<file path="src/rtl/pmdb2_pkg.sv">
/*
  Package for the module disable control register, bank two.
  Holds the register offset, bit positions, reset value and carrier types.
*/
`default_nettype none
package pmdb2_pkg;
  localparam int PMDB2_AW = 4;
  localparam logic [3:0] PMDB2_OFF_CTRL = 4'h0;
  localparam logic [7:0] PMDB2_RESET = 8'h00;
  localparam int PMDB2_BIT_ZCD = 0;
  localparam int PMDB2_BIT_COMPARATOR_ONE = 1;
  localparam int PMDB2_BIT_COMPARATOR_TWO = 2;
  localparam int PMDB2_BIT_ADC = 5;
  localparam int PMDB2_BIT_DAC = 6;
  localparam logic [7:0] PMDB2_IMPL_MASK = 8'h67;

  typedef struct packed {
    logic [3:0] addr;
    logic [7:0] wdata;
    logic wr;
    logic rd;
  } pmdb2_req_t;

  typedef struct packed {
    logic dac_off;
    logic adc_compute_off;
    logic comparator_two_off;
    logic comparator_one_off;
    logic zero_cross_off;
  } pmdb2_off_t;
endpackage
`default_nettype wire

</file>
<file path="src/rtl/pmdb2_rst_sync.sv">
/*
  Reset release synchroniser.
  Assumes an asynchronous active-low reset input and a free-running clock.
*/
`timescale 1ns/10ps
`default_nettype none
module pmdb2_rst_sync (
  input wire logic clk_sys,
  input wire logic rstn,
  output logic rstn_sync
);
  logic meta_r;
  logic hold_r;

  always_ff @(posedge clk_sys or negedge rstn) begin
    if (!rstn) begin
      meta_r <= 1'b0;
      hold_r <= 1'b0;
    end else begin
      meta_r <= 1'b1;
      hold_r <= meta_r;
    end
  end

  assign rstn_sync = hold_r;
endmodule
`default_nettype wire

</file>
<file path="src/rtl/pmdb2_top.sv">
/*
  Module disable control register, bank two, with its register port.
  Each implemented bit holds one analog-side module off while it is set; the zero-cross bit does so only when the configuration hands it to software.
  The read port answers one cycle after the strobe and never stalls.
  Assumes a register master that never waits and whose strobes last one cycle,
  and a static non-volatile configuration level for the zero-cross detector.
*/
// The address-and-strobe port and the address map were decided locally.
`timescale 1ns/10ps
`default_nettype none
// Overview of operation
// - A one in bit 6 turns the DAC off, a zero leaves it on.
// - A one in bit 5 turns the ADC with computation off, a zero leaves it on.
// - A one in bit 2 turns comparator two off, a zero leaves it on.
// - A one in bit 1 turns comparator one off, a zero leaves it on.
// - A one in bit 0 turns the zero-cross detector off, a zero leaves it on.
// - The zero-cross disable bit acts only as the non-volatile setting allows.
module pmdb2_top
  import pmdb2_pkg::*;
(
  input wire logic clk_sys,
  input wire logic rstn,
  input wire logic [PMDB2_AW-1:0] reg_addr,
  input wire logic [7:0] reg_wdata,
  input wire logic reg_wr,
  input wire logic reg_rd,
  output logic [7:0] reg_rdata,
  input wire logic zero_cross_config_sw_ctrl,
  input wire logic zero_cross_config_forced_off,
  output var pmdb2_off_t module_off
);

  // Decodes the control register address; the write and read paths share it.
  function automatic logic f_ctrl_hit(input pmdb2_req_t request);
    return request.addr == PMDB2_OFF_CTRL;
  endfunction

  // Clears the unimplemented positions so they can never be stored or read back.
  function automatic logic [7:0] f_implemented(input logic [7:0] value);
    return value & PMDB2_IMPL_MASK;
  endfunction

  // Splits a register byte into the five disable fields.
  function automatic pmdb2_off_t f_fields(input logic [7:0] value);
    pmdb2_off_t fields;
    fields.dac_off = value[PMDB2_BIT_DAC];
    fields.adc_compute_off = value[PMDB2_BIT_ADC];
    fields.comparator_two_off = value[PMDB2_BIT_COMPARATOR_TWO];
    fields.comparator_one_off = value[PMDB2_BIT_COMPARATOR_ONE];
    fields.zero_cross_off = value[PMDB2_BIT_ZCD];
    return fields;
  endfunction

  // Places the five disable fields back at their register positions.
  function automatic logic [7:0] f_image(input pmdb2_off_t fields);
    logic [7:0] value;
    value = '0;
    value[PMDB2_BIT_DAC] = fields.dac_off;
    value[PMDB2_BIT_ADC] = fields.adc_compute_off;
    value[PMDB2_BIT_COMPARATOR_TWO] = fields.comparator_two_off;
    value[PMDB2_BIT_COMPARATOR_ONE] = fields.comparator_one_off;
    value[PMDB2_BIT_ZCD] = fields.zero_cross_off;
    return f_implemented(value);
  endfunction

  // Released copy of the reset; every register below uses it.
  logic rst_n;

  // Register port, bundled and decoded.
  pmdb2_req_t req;
  logic wr_ctrl;
  logic rd_ctrl;
  pmdb2_off_t wr_fields;

  // Stored disable bits and their next values.
  logic dac_off_r;
  logic adc_compute_off_r;
  logic comparator_two_off_r;
  logic comparator_one_off_r;
  logic zero_cross_sw_r;
  logic dac_off_nxt;
  logic adc_compute_off_nxt;
  logic comparator_two_off_nxt;
  logic comparator_one_off_nxt;
  logic zero_cross_sw_nxt;

  // Read path and the qualified zero-cross level.
  pmdb2_off_t stored_bits;
  logic [7:0] image;
  logic [7:0] rdata_r;
  logic [7:0] rdata_nxt;
  logic zero_cross_eff;

  // The reset is released in step with the clock so no bit sees a ragged release.
  pmdb2_rst_sync u_rst (
    .clk_sys(clk_sys),
    .rstn(rstn),
    .rstn_sync(rst_n)
  );

  // Bundles the register port so one request is decoded.
  assign req = '{addr: reg_addr, wdata: reg_wdata, wr: reg_wr, rd: reg_rd};

  // Strobes qualified by the address; a miss is dropped without any effect.
  assign wr_ctrl = req.wr && f_ctrl_hit(req);
  assign rd_ctrl = req.rd && f_ctrl_hit(req);

  // Unimplemented bits are dropped before they can reach storage.
  assign wr_fields = f_fields(f_implemented(req.wdata));

  // Every bit holds unless a write to the control register lands this cycle.
  always_comb begin
    dac_off_nxt = dac_off_r;
    adc_compute_off_nxt = adc_compute_off_r;
    comparator_two_off_nxt = comparator_two_off_r;
    comparator_one_off_nxt = comparator_one_off_r;
    zero_cross_sw_nxt = zero_cross_sw_r;
    if (wr_ctrl) begin
      dac_off_nxt = wr_fields.dac_off;
      adc_compute_off_nxt = wr_fields.adc_compute_off;
      comparator_two_off_nxt = wr_fields.comparator_two_off;
      comparator_one_off_nxt = wr_fields.comparator_one_off;
      zero_cross_sw_nxt = wr_fields.zero_cross_off;
    end
  end

  // DAC disable bit.
  always_ff @(posedge clk_sys or negedge rst_n) begin
    if (!rst_n) begin
      dac_off_r <= PMDB2_RESET[PMDB2_BIT_DAC];
    end else begin
      dac_off_r <= dac_off_nxt;
    end
  end

  // Disable bit of the converter with computation.
  always_ff @(posedge clk_sys or negedge rst_n) begin
    if (!rst_n) begin
      adc_compute_off_r <= PMDB2_RESET[PMDB2_BIT_ADC];
    end else begin
      adc_compute_off_r <= adc_compute_off_nxt;
    end
  end

  // Comparator two disable bit.
  always_ff @(posedge clk_sys or negedge rst_n) begin
    if (!rst_n) begin
      comparator_two_off_r <= PMDB2_RESET[PMDB2_BIT_COMPARATOR_TWO];
    end else begin
      comparator_two_off_r <= comparator_two_off_nxt;
    end
  end

  // Comparator one disable bit.
  always_ff @(posedge clk_sys or negedge rst_n) begin
    if (!rst_n) begin
      comparator_one_off_r <= PMDB2_RESET[PMDB2_BIT_COMPARATOR_ONE];
    end else begin
      comparator_one_off_r <= comparator_one_off_nxt;
    end
  end

  // Software copy of the zero-cross disable bit.
  always_ff @(posedge clk_sys or negedge rst_n) begin
    if (!rst_n) begin
      zero_cross_sw_r <= PMDB2_RESET[PMDB2_BIT_ZCD];
    end else begin
      zero_cross_sw_r <= zero_cross_sw_nxt;
    end
  end

  // Collects the stored bits for the read path.
  always_comb begin
    stored_bits.dac_off = dac_off_r;
    stored_bits.adc_compute_off = adc_compute_off_r;
    stored_bits.comparator_two_off = comparator_two_off_r;
    stored_bits.comparator_one_off = comparator_one_off_r;
    stored_bits.zero_cross_off = zero_cross_sw_r;
  end

  assign image = f_image(stored_bits);

  // Read data stand only in the cycle after the read strobe and are zero otherwise,
  // so a stale byte can never be taken for a fresh one.
  always_comb begin
    rdata_nxt = '0;
    if (rd_ctrl) begin
      rdata_nxt = image;
    end
  end

  // Read data register; it clears itself in the cycle after the read data stand, unless another read strobe falls there.
  always_ff @(posedge clk_sys or negedge rst_n) begin
    if (!rst_n) begin
      rdata_r <= '0;
    end else begin
      rdata_r <= rdata_nxt;
    end
  end

  assign reg_rdata = rdata_r;

  // Software owns the detector only when the configuration hands it over; the forced
  // level acts even while the register is held in reset.
  always_comb begin
    zero_cross_eff = zero_cross_config_forced_off;
    if (zero_cross_config_sw_ctrl) begin
      zero_cross_eff = zero_cross_sw_r;
    end
  end

  // The first four outputs come straight from flops, so the modules never see a glitch.
  always_comb begin
    module_off.dac_off = dac_off_r;
    module_off.adc_compute_off = adc_compute_off_r;
    module_off.comparator_two_off = comparator_two_off_r;
    module_off.comparator_one_off = comparator_one_off_r;
    module_off.zero_cross_off = zero_cross_eff;
  end
endmodule
`default_nettype wire

</file>
<file path="config.mk">
export PLATFORM = sky130hd
export DESIGN_NAME = pmdb2_top
export DESIGN_NICKNAME = d
export VERILOG_FILES = /design/src/rtl/pmdb2_pkg.sv /design/src/rtl/pmdb2_rst_sync.sv /design/src/rtl/pmdb2_top.sv
export SDC_FILE = /design/constraint.sdc
export NUM_CORES = 1
export LEC_CHECK = 0
export ABC_CLOCK_PERIOD_IN_PS = 1100
export BUFFER_PORTS_ARGS = -buffer_cell sky130_fd_sc_hd__buf_2
export CORE_UTILIZATION = 35
export CTS_BUF_LIST = sky130_fd_sc_hd__clkbuf_16
export DETAILED_ROUTE_END_ITERATION = 8
export PLACE_DENSITY = 0.78
export SYNTH_ARGS = -nofsm -noshare
export SYNTH_HDL_FRONTEND = slang
export SYNTH_SLANG_ARGS = --single-unit
</file>
<file path="constraint.sdc">
create_clock -name clk_sys -period 1.1 [get_ports clk_sys]
set_clock_uncertainty 0.1 [all_clocks]
set_input_delay 0.22 -clock clk_sys [delete_from_list [all_inputs] [get_ports clk_sys]]
set_output_delay 0.22 -clock clk_sys [all_outputs]
set_load 0.05 [all_outputs]
</file>
==> results of run 1 <==
==> power groups by stage <==
stage,Sequential (uW),Combinational [uW],Clock (uW)
6_report,532,481,643
2_1_floorplan,535,319,0
4_1_cts,531,468,650
5_1_grt,539,506,680
3_3_place_gp,536,343,0
3_5_place_dp,538,350,0
==> placed cells by master (no fill, tap or decap) <==
cell           instances
clkbuf_16              3
nor4_4                 1
buf_6                 11
dlygate4sd3_1          1
mux2_4                 6
buf_4                  7
buf_8                  1
dfrtp_1               12
nand2_4                1
buf_2                 12
and3_2                 5
conb_1                 4
==> cell families (layout without fill, tap and decap cells) <==
kind of cell,after synthesis,after routing
buf+inv,8,35
other cells,2,4
flops,12,12
simple gates,7,7
mux,6,6
==> through the flow <==
step | hold slack [ps] | util, % | cell area [um2]
after global routing | 98.9 | 61.5 | 831
after global placement | -94.9 | 46.3 | 626
after detailed placement | -92.5 | 46.3 | 626
after CTS | 71.9 | 59.7 | 806
final | 58.5 | 61.5 | 831
after floorplan | -176 | - | 536
==> routing by layer <==
layer  wire length, um  global-route usage, %  up-vias
li1                  -                      -      164
met1               372                   14.6      171
met2               524                   26.6       20
met3                69                   6.52        5
met4                27                   12.5        0
met5                 0                      0        -
==> repair_timing <==
item,4_1_cts,5_1_grt
buffers inserted,5,0
resized for setup,18,6
endpoints found under the setup margin,15,15
hold buffers,1,0
endpoints found under the hold margin,2,0
pin swaps,2,2
==> flip-flops by register name (all words and copies together) (netlist names) <==
register              flops
adc_compute_off_r         1
comparator_one_off_r      1
comparator_two_off_r      1
dac_off_r                 1
reg_rdata                 5
u_rst.meta_r              1
u_rst.rstn_sync           1
zero_cross_sw_r           1
==> layout make-up <==
| class | instances | area [um2] | share of cell area (%) |
|---|---|---|---|
| Tap cell | 15 | 18.8 | 2.26 |
| Multi-Input combinational cell | 17 | 175 | 21.1 |
| Timing Repair Buffer | 32 | 262 | 31.5 |
| Clock buffer | 3 | 75.1 | 9.04 |
| Sequential cell | 12 | 300 | 36.1 |
==> path summary, 6_finish.rpt <==
check	start	endpoint	slack, ps
setup / recovery	zero_cross_sw_r	module_off[0]	-250
hold / removal	u_rst.rstn_sync	adc_compute_off_r	60
setup reg to reg	adc_compute_off_r	adc_compute_off_r	100
hold reg to reg	u_rst.rstn_sync	adc_compute_off_r	60
max in group asynchronous	u_rst.rstn_sync	reg_rdata[6]	560
min in group clk_sys	reg_wdata[0]	zero_cross_sw_r	120
==> synthesized netlist by cell type, drive strengths merged <==
| library cell | n |
|---|---|
| dfrtp | 12 |
| buf | 8 |
| mux2 | 6 |
| and3 | 5 |
| conb | 2 |
| nand2 | 1 |
| nor4 | 1 |
==> results.ini, run 1 <==
[setup_path]
crit_fanout = 2
arrival_ps = 1030
cp_cell_sequence = mux2_4 -> buf_8
reg2regPathDepth = 2
path_delay_family = flip-flops
critPathSlowestCell = dfrtp_1
timing.critical_path.buf_inv = 1
crit_type = register to output port
crit_path_max_incr_delay_ps = 370
critPathRequiredTime_ps = 780
start_kind = register
endpoint_kind = output port
critical_path_cell_count = 2

[final_layout]
drive_above_1_share_pct = 73.4
nFillCells = 106
final_nets = 84
fin_cells = 79
antenna_cells = 0
areaGrowthSynthToFinish_pct = 58.5

[grt]
grt_pass1_vias = 357
grt_pass1_wl_mm = 1.52
grt_overflow = 0
antenna_found_initial = 0
grt_max_degree = 11
grt_usage_pct = 15.7

[power]
p_total_uw = 1660
combPwrFrac_pct = 29.0
internal_power_uw = 1190
power_frac_clock_pct = 38.8
p_switching_uw = 461
ir_worst_vdd_v = 0.000976
p_leak_uw = 0.000461
power_density_nw_per_um2 = 1990
p_sw_share_pct = 27.9
seqPwrFrac_pct = 32.1

[drt]
wl_um = 993
vias = 360
routedWlPerCell_um = 12.6
drt_drc_violations_left = 0
first_iter_violations = 5
drtAntennaViolNets = 0
avgViaCountPerCell = 4.56
drtPass1Iterations = 2

[timing]
timing.final.crit_share_pct = 123
maxSlewViolCount = 0
fmax_mhz = 742
finalSetupTns_ps = -261
finalHoldViolCount = 0
fin_ws_ps = -248
rsz0062_at_grt = yes
period_needed_ps = 1350
setup_violations = 3

[placed_design]
io_buffer_count = 24
pre_cts_ws_ps = -267
gp_congestion = 0.619
place_inst = 70

[clocking]
cts_root_buffer = clkbuf_16
cts_inserted_buffers = 3
cts_tree = built
path_clk_slew_ps = 40
clk_latency_ps = 240
htree_num_levels = 1
clock-sinks = 12
clock_path_buffers = 2

[synthesis]
synth.area.mux_share_pct = 16.5
synthDominantCellAreaShare_pct = 57.3
synth_area_um2 = 524
synthTopCellsByArea = dfrtp_1 (57%), mux2_4 (14%), buf_4 (11%)
netlist_instances = 35
ys_types = 8
ys_warn_count = 0
synth_compound_area_share_pct = 0
synth_simple_gate_area_share_pct = 13.4
synth_seq_cells = 12
synth.avg_cell_area_um2 = 15.0
synthAdderAreaFrac_pct = 0
synth_top_family_by_area = multiplexers
synth_seq_area_share_pct = 57.3
synth_top_area_cell = dfrtp_1
synth_xor_area_share_pct = 0

[status]
outcome = complete, but fails checks
violations = negative setup slack

[job]
cap_violations = 0

[hold_path]
hp-class = register to async pin

[die]
rows = 13
pin_count = 31
die_y_um = 40.7
dieWidth_um = 40.7
die-area_um2 = 1660
start_util_pct = 38.8
core_area_um2 = 1350

No activity file was read; power rests on OpenSTA's default activity.
==> inputs of run 2 (changes only) <==
--- a/config.mk
+++ b/config.mk
@@ -6,7 +6,7 @@
 export NUM_CORES = 1
 export LEC_CHECK = 0
 export ABC_CLOCK_PERIOD_IN_PS = 1100
-export BUFFER_PORTS_ARGS = -buffer_cell sky130_fd_sc_hd__buf_2
+export BUFFER_PORTS_ARGS = -buffer_cell sky130_fd_sc_hd__buf_4
 export CORE_UTILIZATION = 35
 export CTS_BUF_LIST = sky130_fd_sc_hd__clkbuf_16
 export DETAILED_ROUTE_END_ITERATION = 8
==> run 2 against run 1 <==
Effect of this change: highest routed layer unchanged; wire length rose by 5.3%; critical path type unchanged; worst hold slack got worse by 3.4 ps; count of clock-buffer cells in the layout did not move; critical path depth did not move; flip-flop and latch count did not move; combinational power rose by 2%; sequential share of layout area fell by 1.3 points; total power rose by 0.73%; the run still ends with negative setup slack left; die area did not move.
==> results.ini, run 2 (synthesized netlist as in run 1, its figures left out) <==
[status]
outcome = complete, but fails checks
violations = negative setup slack

[final_layout]
final_nets = 84  ; unchanged
antenna_cells = 0  ; unchanged
fin_cells = 79  ; unchanged
final_cell_mix = buf_4 (19), dfrtp_1 (12), buf_6 (11), mux2_4 (6), and3_2 (5)
layout_commonest_cell = buf_4
largest_reg_flops = 5  ; unchanged
areaGrowthSynthToFinish_pct = 64.2
drive_above_1_share_pct = 73.4  ; unchanged

[timing]
maxSlewViolCount = 0  ; unchanged
timing.final.crit_share_pct = 125  ; +2.2 points
finalHoldViolCount = 0  ; unchanged
fmax_mhz = 729  ; -1.8%
hold_slack_ps = 55.1  ; -3.39 ps
rsz0062_at_grt = yes
finalSetupTns_ps = -281  ; -19.5 ps
period_needed_ps = 1370  ; +24.7 ps
fin_ws_ps = -272  ; -24.7 ps
setup_violations = 3  ; unchanged

[clocking]
cts_tree = built
clock_path_buffers = 2  ; unchanged
clk_latency_ps = 240  ; about the same
clock-sinks = 12  ; unchanged
path_clk_slew_ps = 40  ; about the same
cts_inserted_buffers = 3  ; unchanged
htree_num_levels = 1  ; unchanged
cts_root_buffer = clkbuf_16

[die]
pin_count = 31  ; unchanged
die-area_um2 = 1660  ; unchanged
die_y_um = 40.7  ; unchanged
core_area_um2 = 1350  ; unchanged
rows = 13  ; unchanged
dieWidth_um = 40.7  ; unchanged
start_util_pct = 38.8  ; unchanged

[setup_path]
crit_start = zero_cross_sw_r
start_kind = register
crit_end = module_off[0]
reg2reg_to = zero_cross_sw_r
r2r_setup_slack_ps = 100  ; about the same
arrival_ps = 1050  ; +20 ps
crit_type = register to output port
critPathRequiredTime_ps = 780  ; about the same
r2r_start = zero_cross_sw_r
reg2regPathDepth = 2  ; unchanged
endpoint_kind = output port
crit_fanout = 2  ; unchanged

[drt]
vias = 352  ; -2.2%
routedWlPerCell_um = 13.2  ; +5.3%
drtAntennaViolNets = 0  ; unchanged
wl_mm = 1.05  ; +5.3%
avgViaCountPerCell = 4.46  ; -2.2%
drt_drc_violations_left = 0  ; unchanged
drtPass1Iterations = 1  ; -1
first_iter_violations = 0  ; -5

[grt]
grt_pass1_wl_mm = 1.49  ; -2.2%
grt_overflow = 0  ; unchanged
grt_max_degree = 11  ; unchanged
grt_usage_pct = 14.7  ; -0.99 points
grt_pass1_vias = 375  ; +5.0%
antenna_found_initial = 0  ; unchanged

[placed_design]
place_inst = 70  ; unchanged
pre_cts_ws_ps = -279  ; -11.5 ps
gp_congestion = 0.616  ; -0.40%
io_buffer_count = 24  ; unchanged

[hold_path]
hp-class = register to async pin

[power]
ir_worst_vdd_v = 0.000726  ; -26%
p_leak_uw = 0.000471  ; +2.3%
power_density_nw_per_um2 = 1940  ; -2.8%

[job]
cap_violations = 0  ; unchanged

==> run 2: cell counts in the layout (fill, tap and decap cells not counted) <==
Identical to the previous run, type by type.
==> run 2: worst min path at each step <==
stage	endpoint	slack, ps	depth (start not counted)
3_5_place_dp	u_rst.rstn_sync	-100	1
2_1_floorplan	u_rst.meta_r	-180	0
4_1_cts	reg_rdata[1]	70	0
3_3_place_gp	u_rst.rstn_sync	-100	1
5_1_grt	reg_rdata[6]	110	0
6_report	reg_rdata[1]	60	0
==> run 2: critical path, cell delays in order (launching register included) <==
cell and delay, ps:
dfrtp_1 390, mux2_4 270, buf_8 150
==> run 2: layout make-up <==
| type | instances | area [um2] |
|---|---|---|
| tap | 15 | 18.8 |
| fill | 95 | 489 |
| sequential | 12 | 300 |
| multi-input combinational | 17 | 175 |
| timing repair buffer | 32 | 292 |
| clock buffer | 3 | 75.1 |
==> run 2: power breakdown <==
group          leakage [uW]  switching (uW)  total (uW)  internal [uW]
Sequential         0.000154            41.1         534            493
Clock             0.0000370             170         641            472
Combinational      0.000280             251         492            241
==> run 2: metal layers <==
| metal | track usage [%] | wire [um] | vias up |
|---|---|---|---|
| li1 | - | - | 164 |
| met1 | 14.0 | 352 | 165 |
| met2 | 28.6 | 619 | 20 |
| met3 | 3.26 | 57 | 3 |
| met4 | 7.50 | 16 | 0 |
| met5 | 0 | 0 | - |
==> run 2: stage by stage <==
step | util (%) | instance area [um2] | total power [uW]
after floorplan | - | 536 | 854
after global placement | 50.8 | 686 | 921
after CTS | 62.7 | 846 | 1670
after detailed placement | 50.8 | 686 | 928
final | 63.8 | 861 | 1670
after global routing | 63.8 | 861 | 1730
==> run 2: what timing repair did <==
action	CTS	global route
pin swaps	2	2
setup endpoints to repair	12	14
buffers inserted	5	0
endpoints found under the hold margin	2	0
resized for setup	10	4
hold buffers	1	0
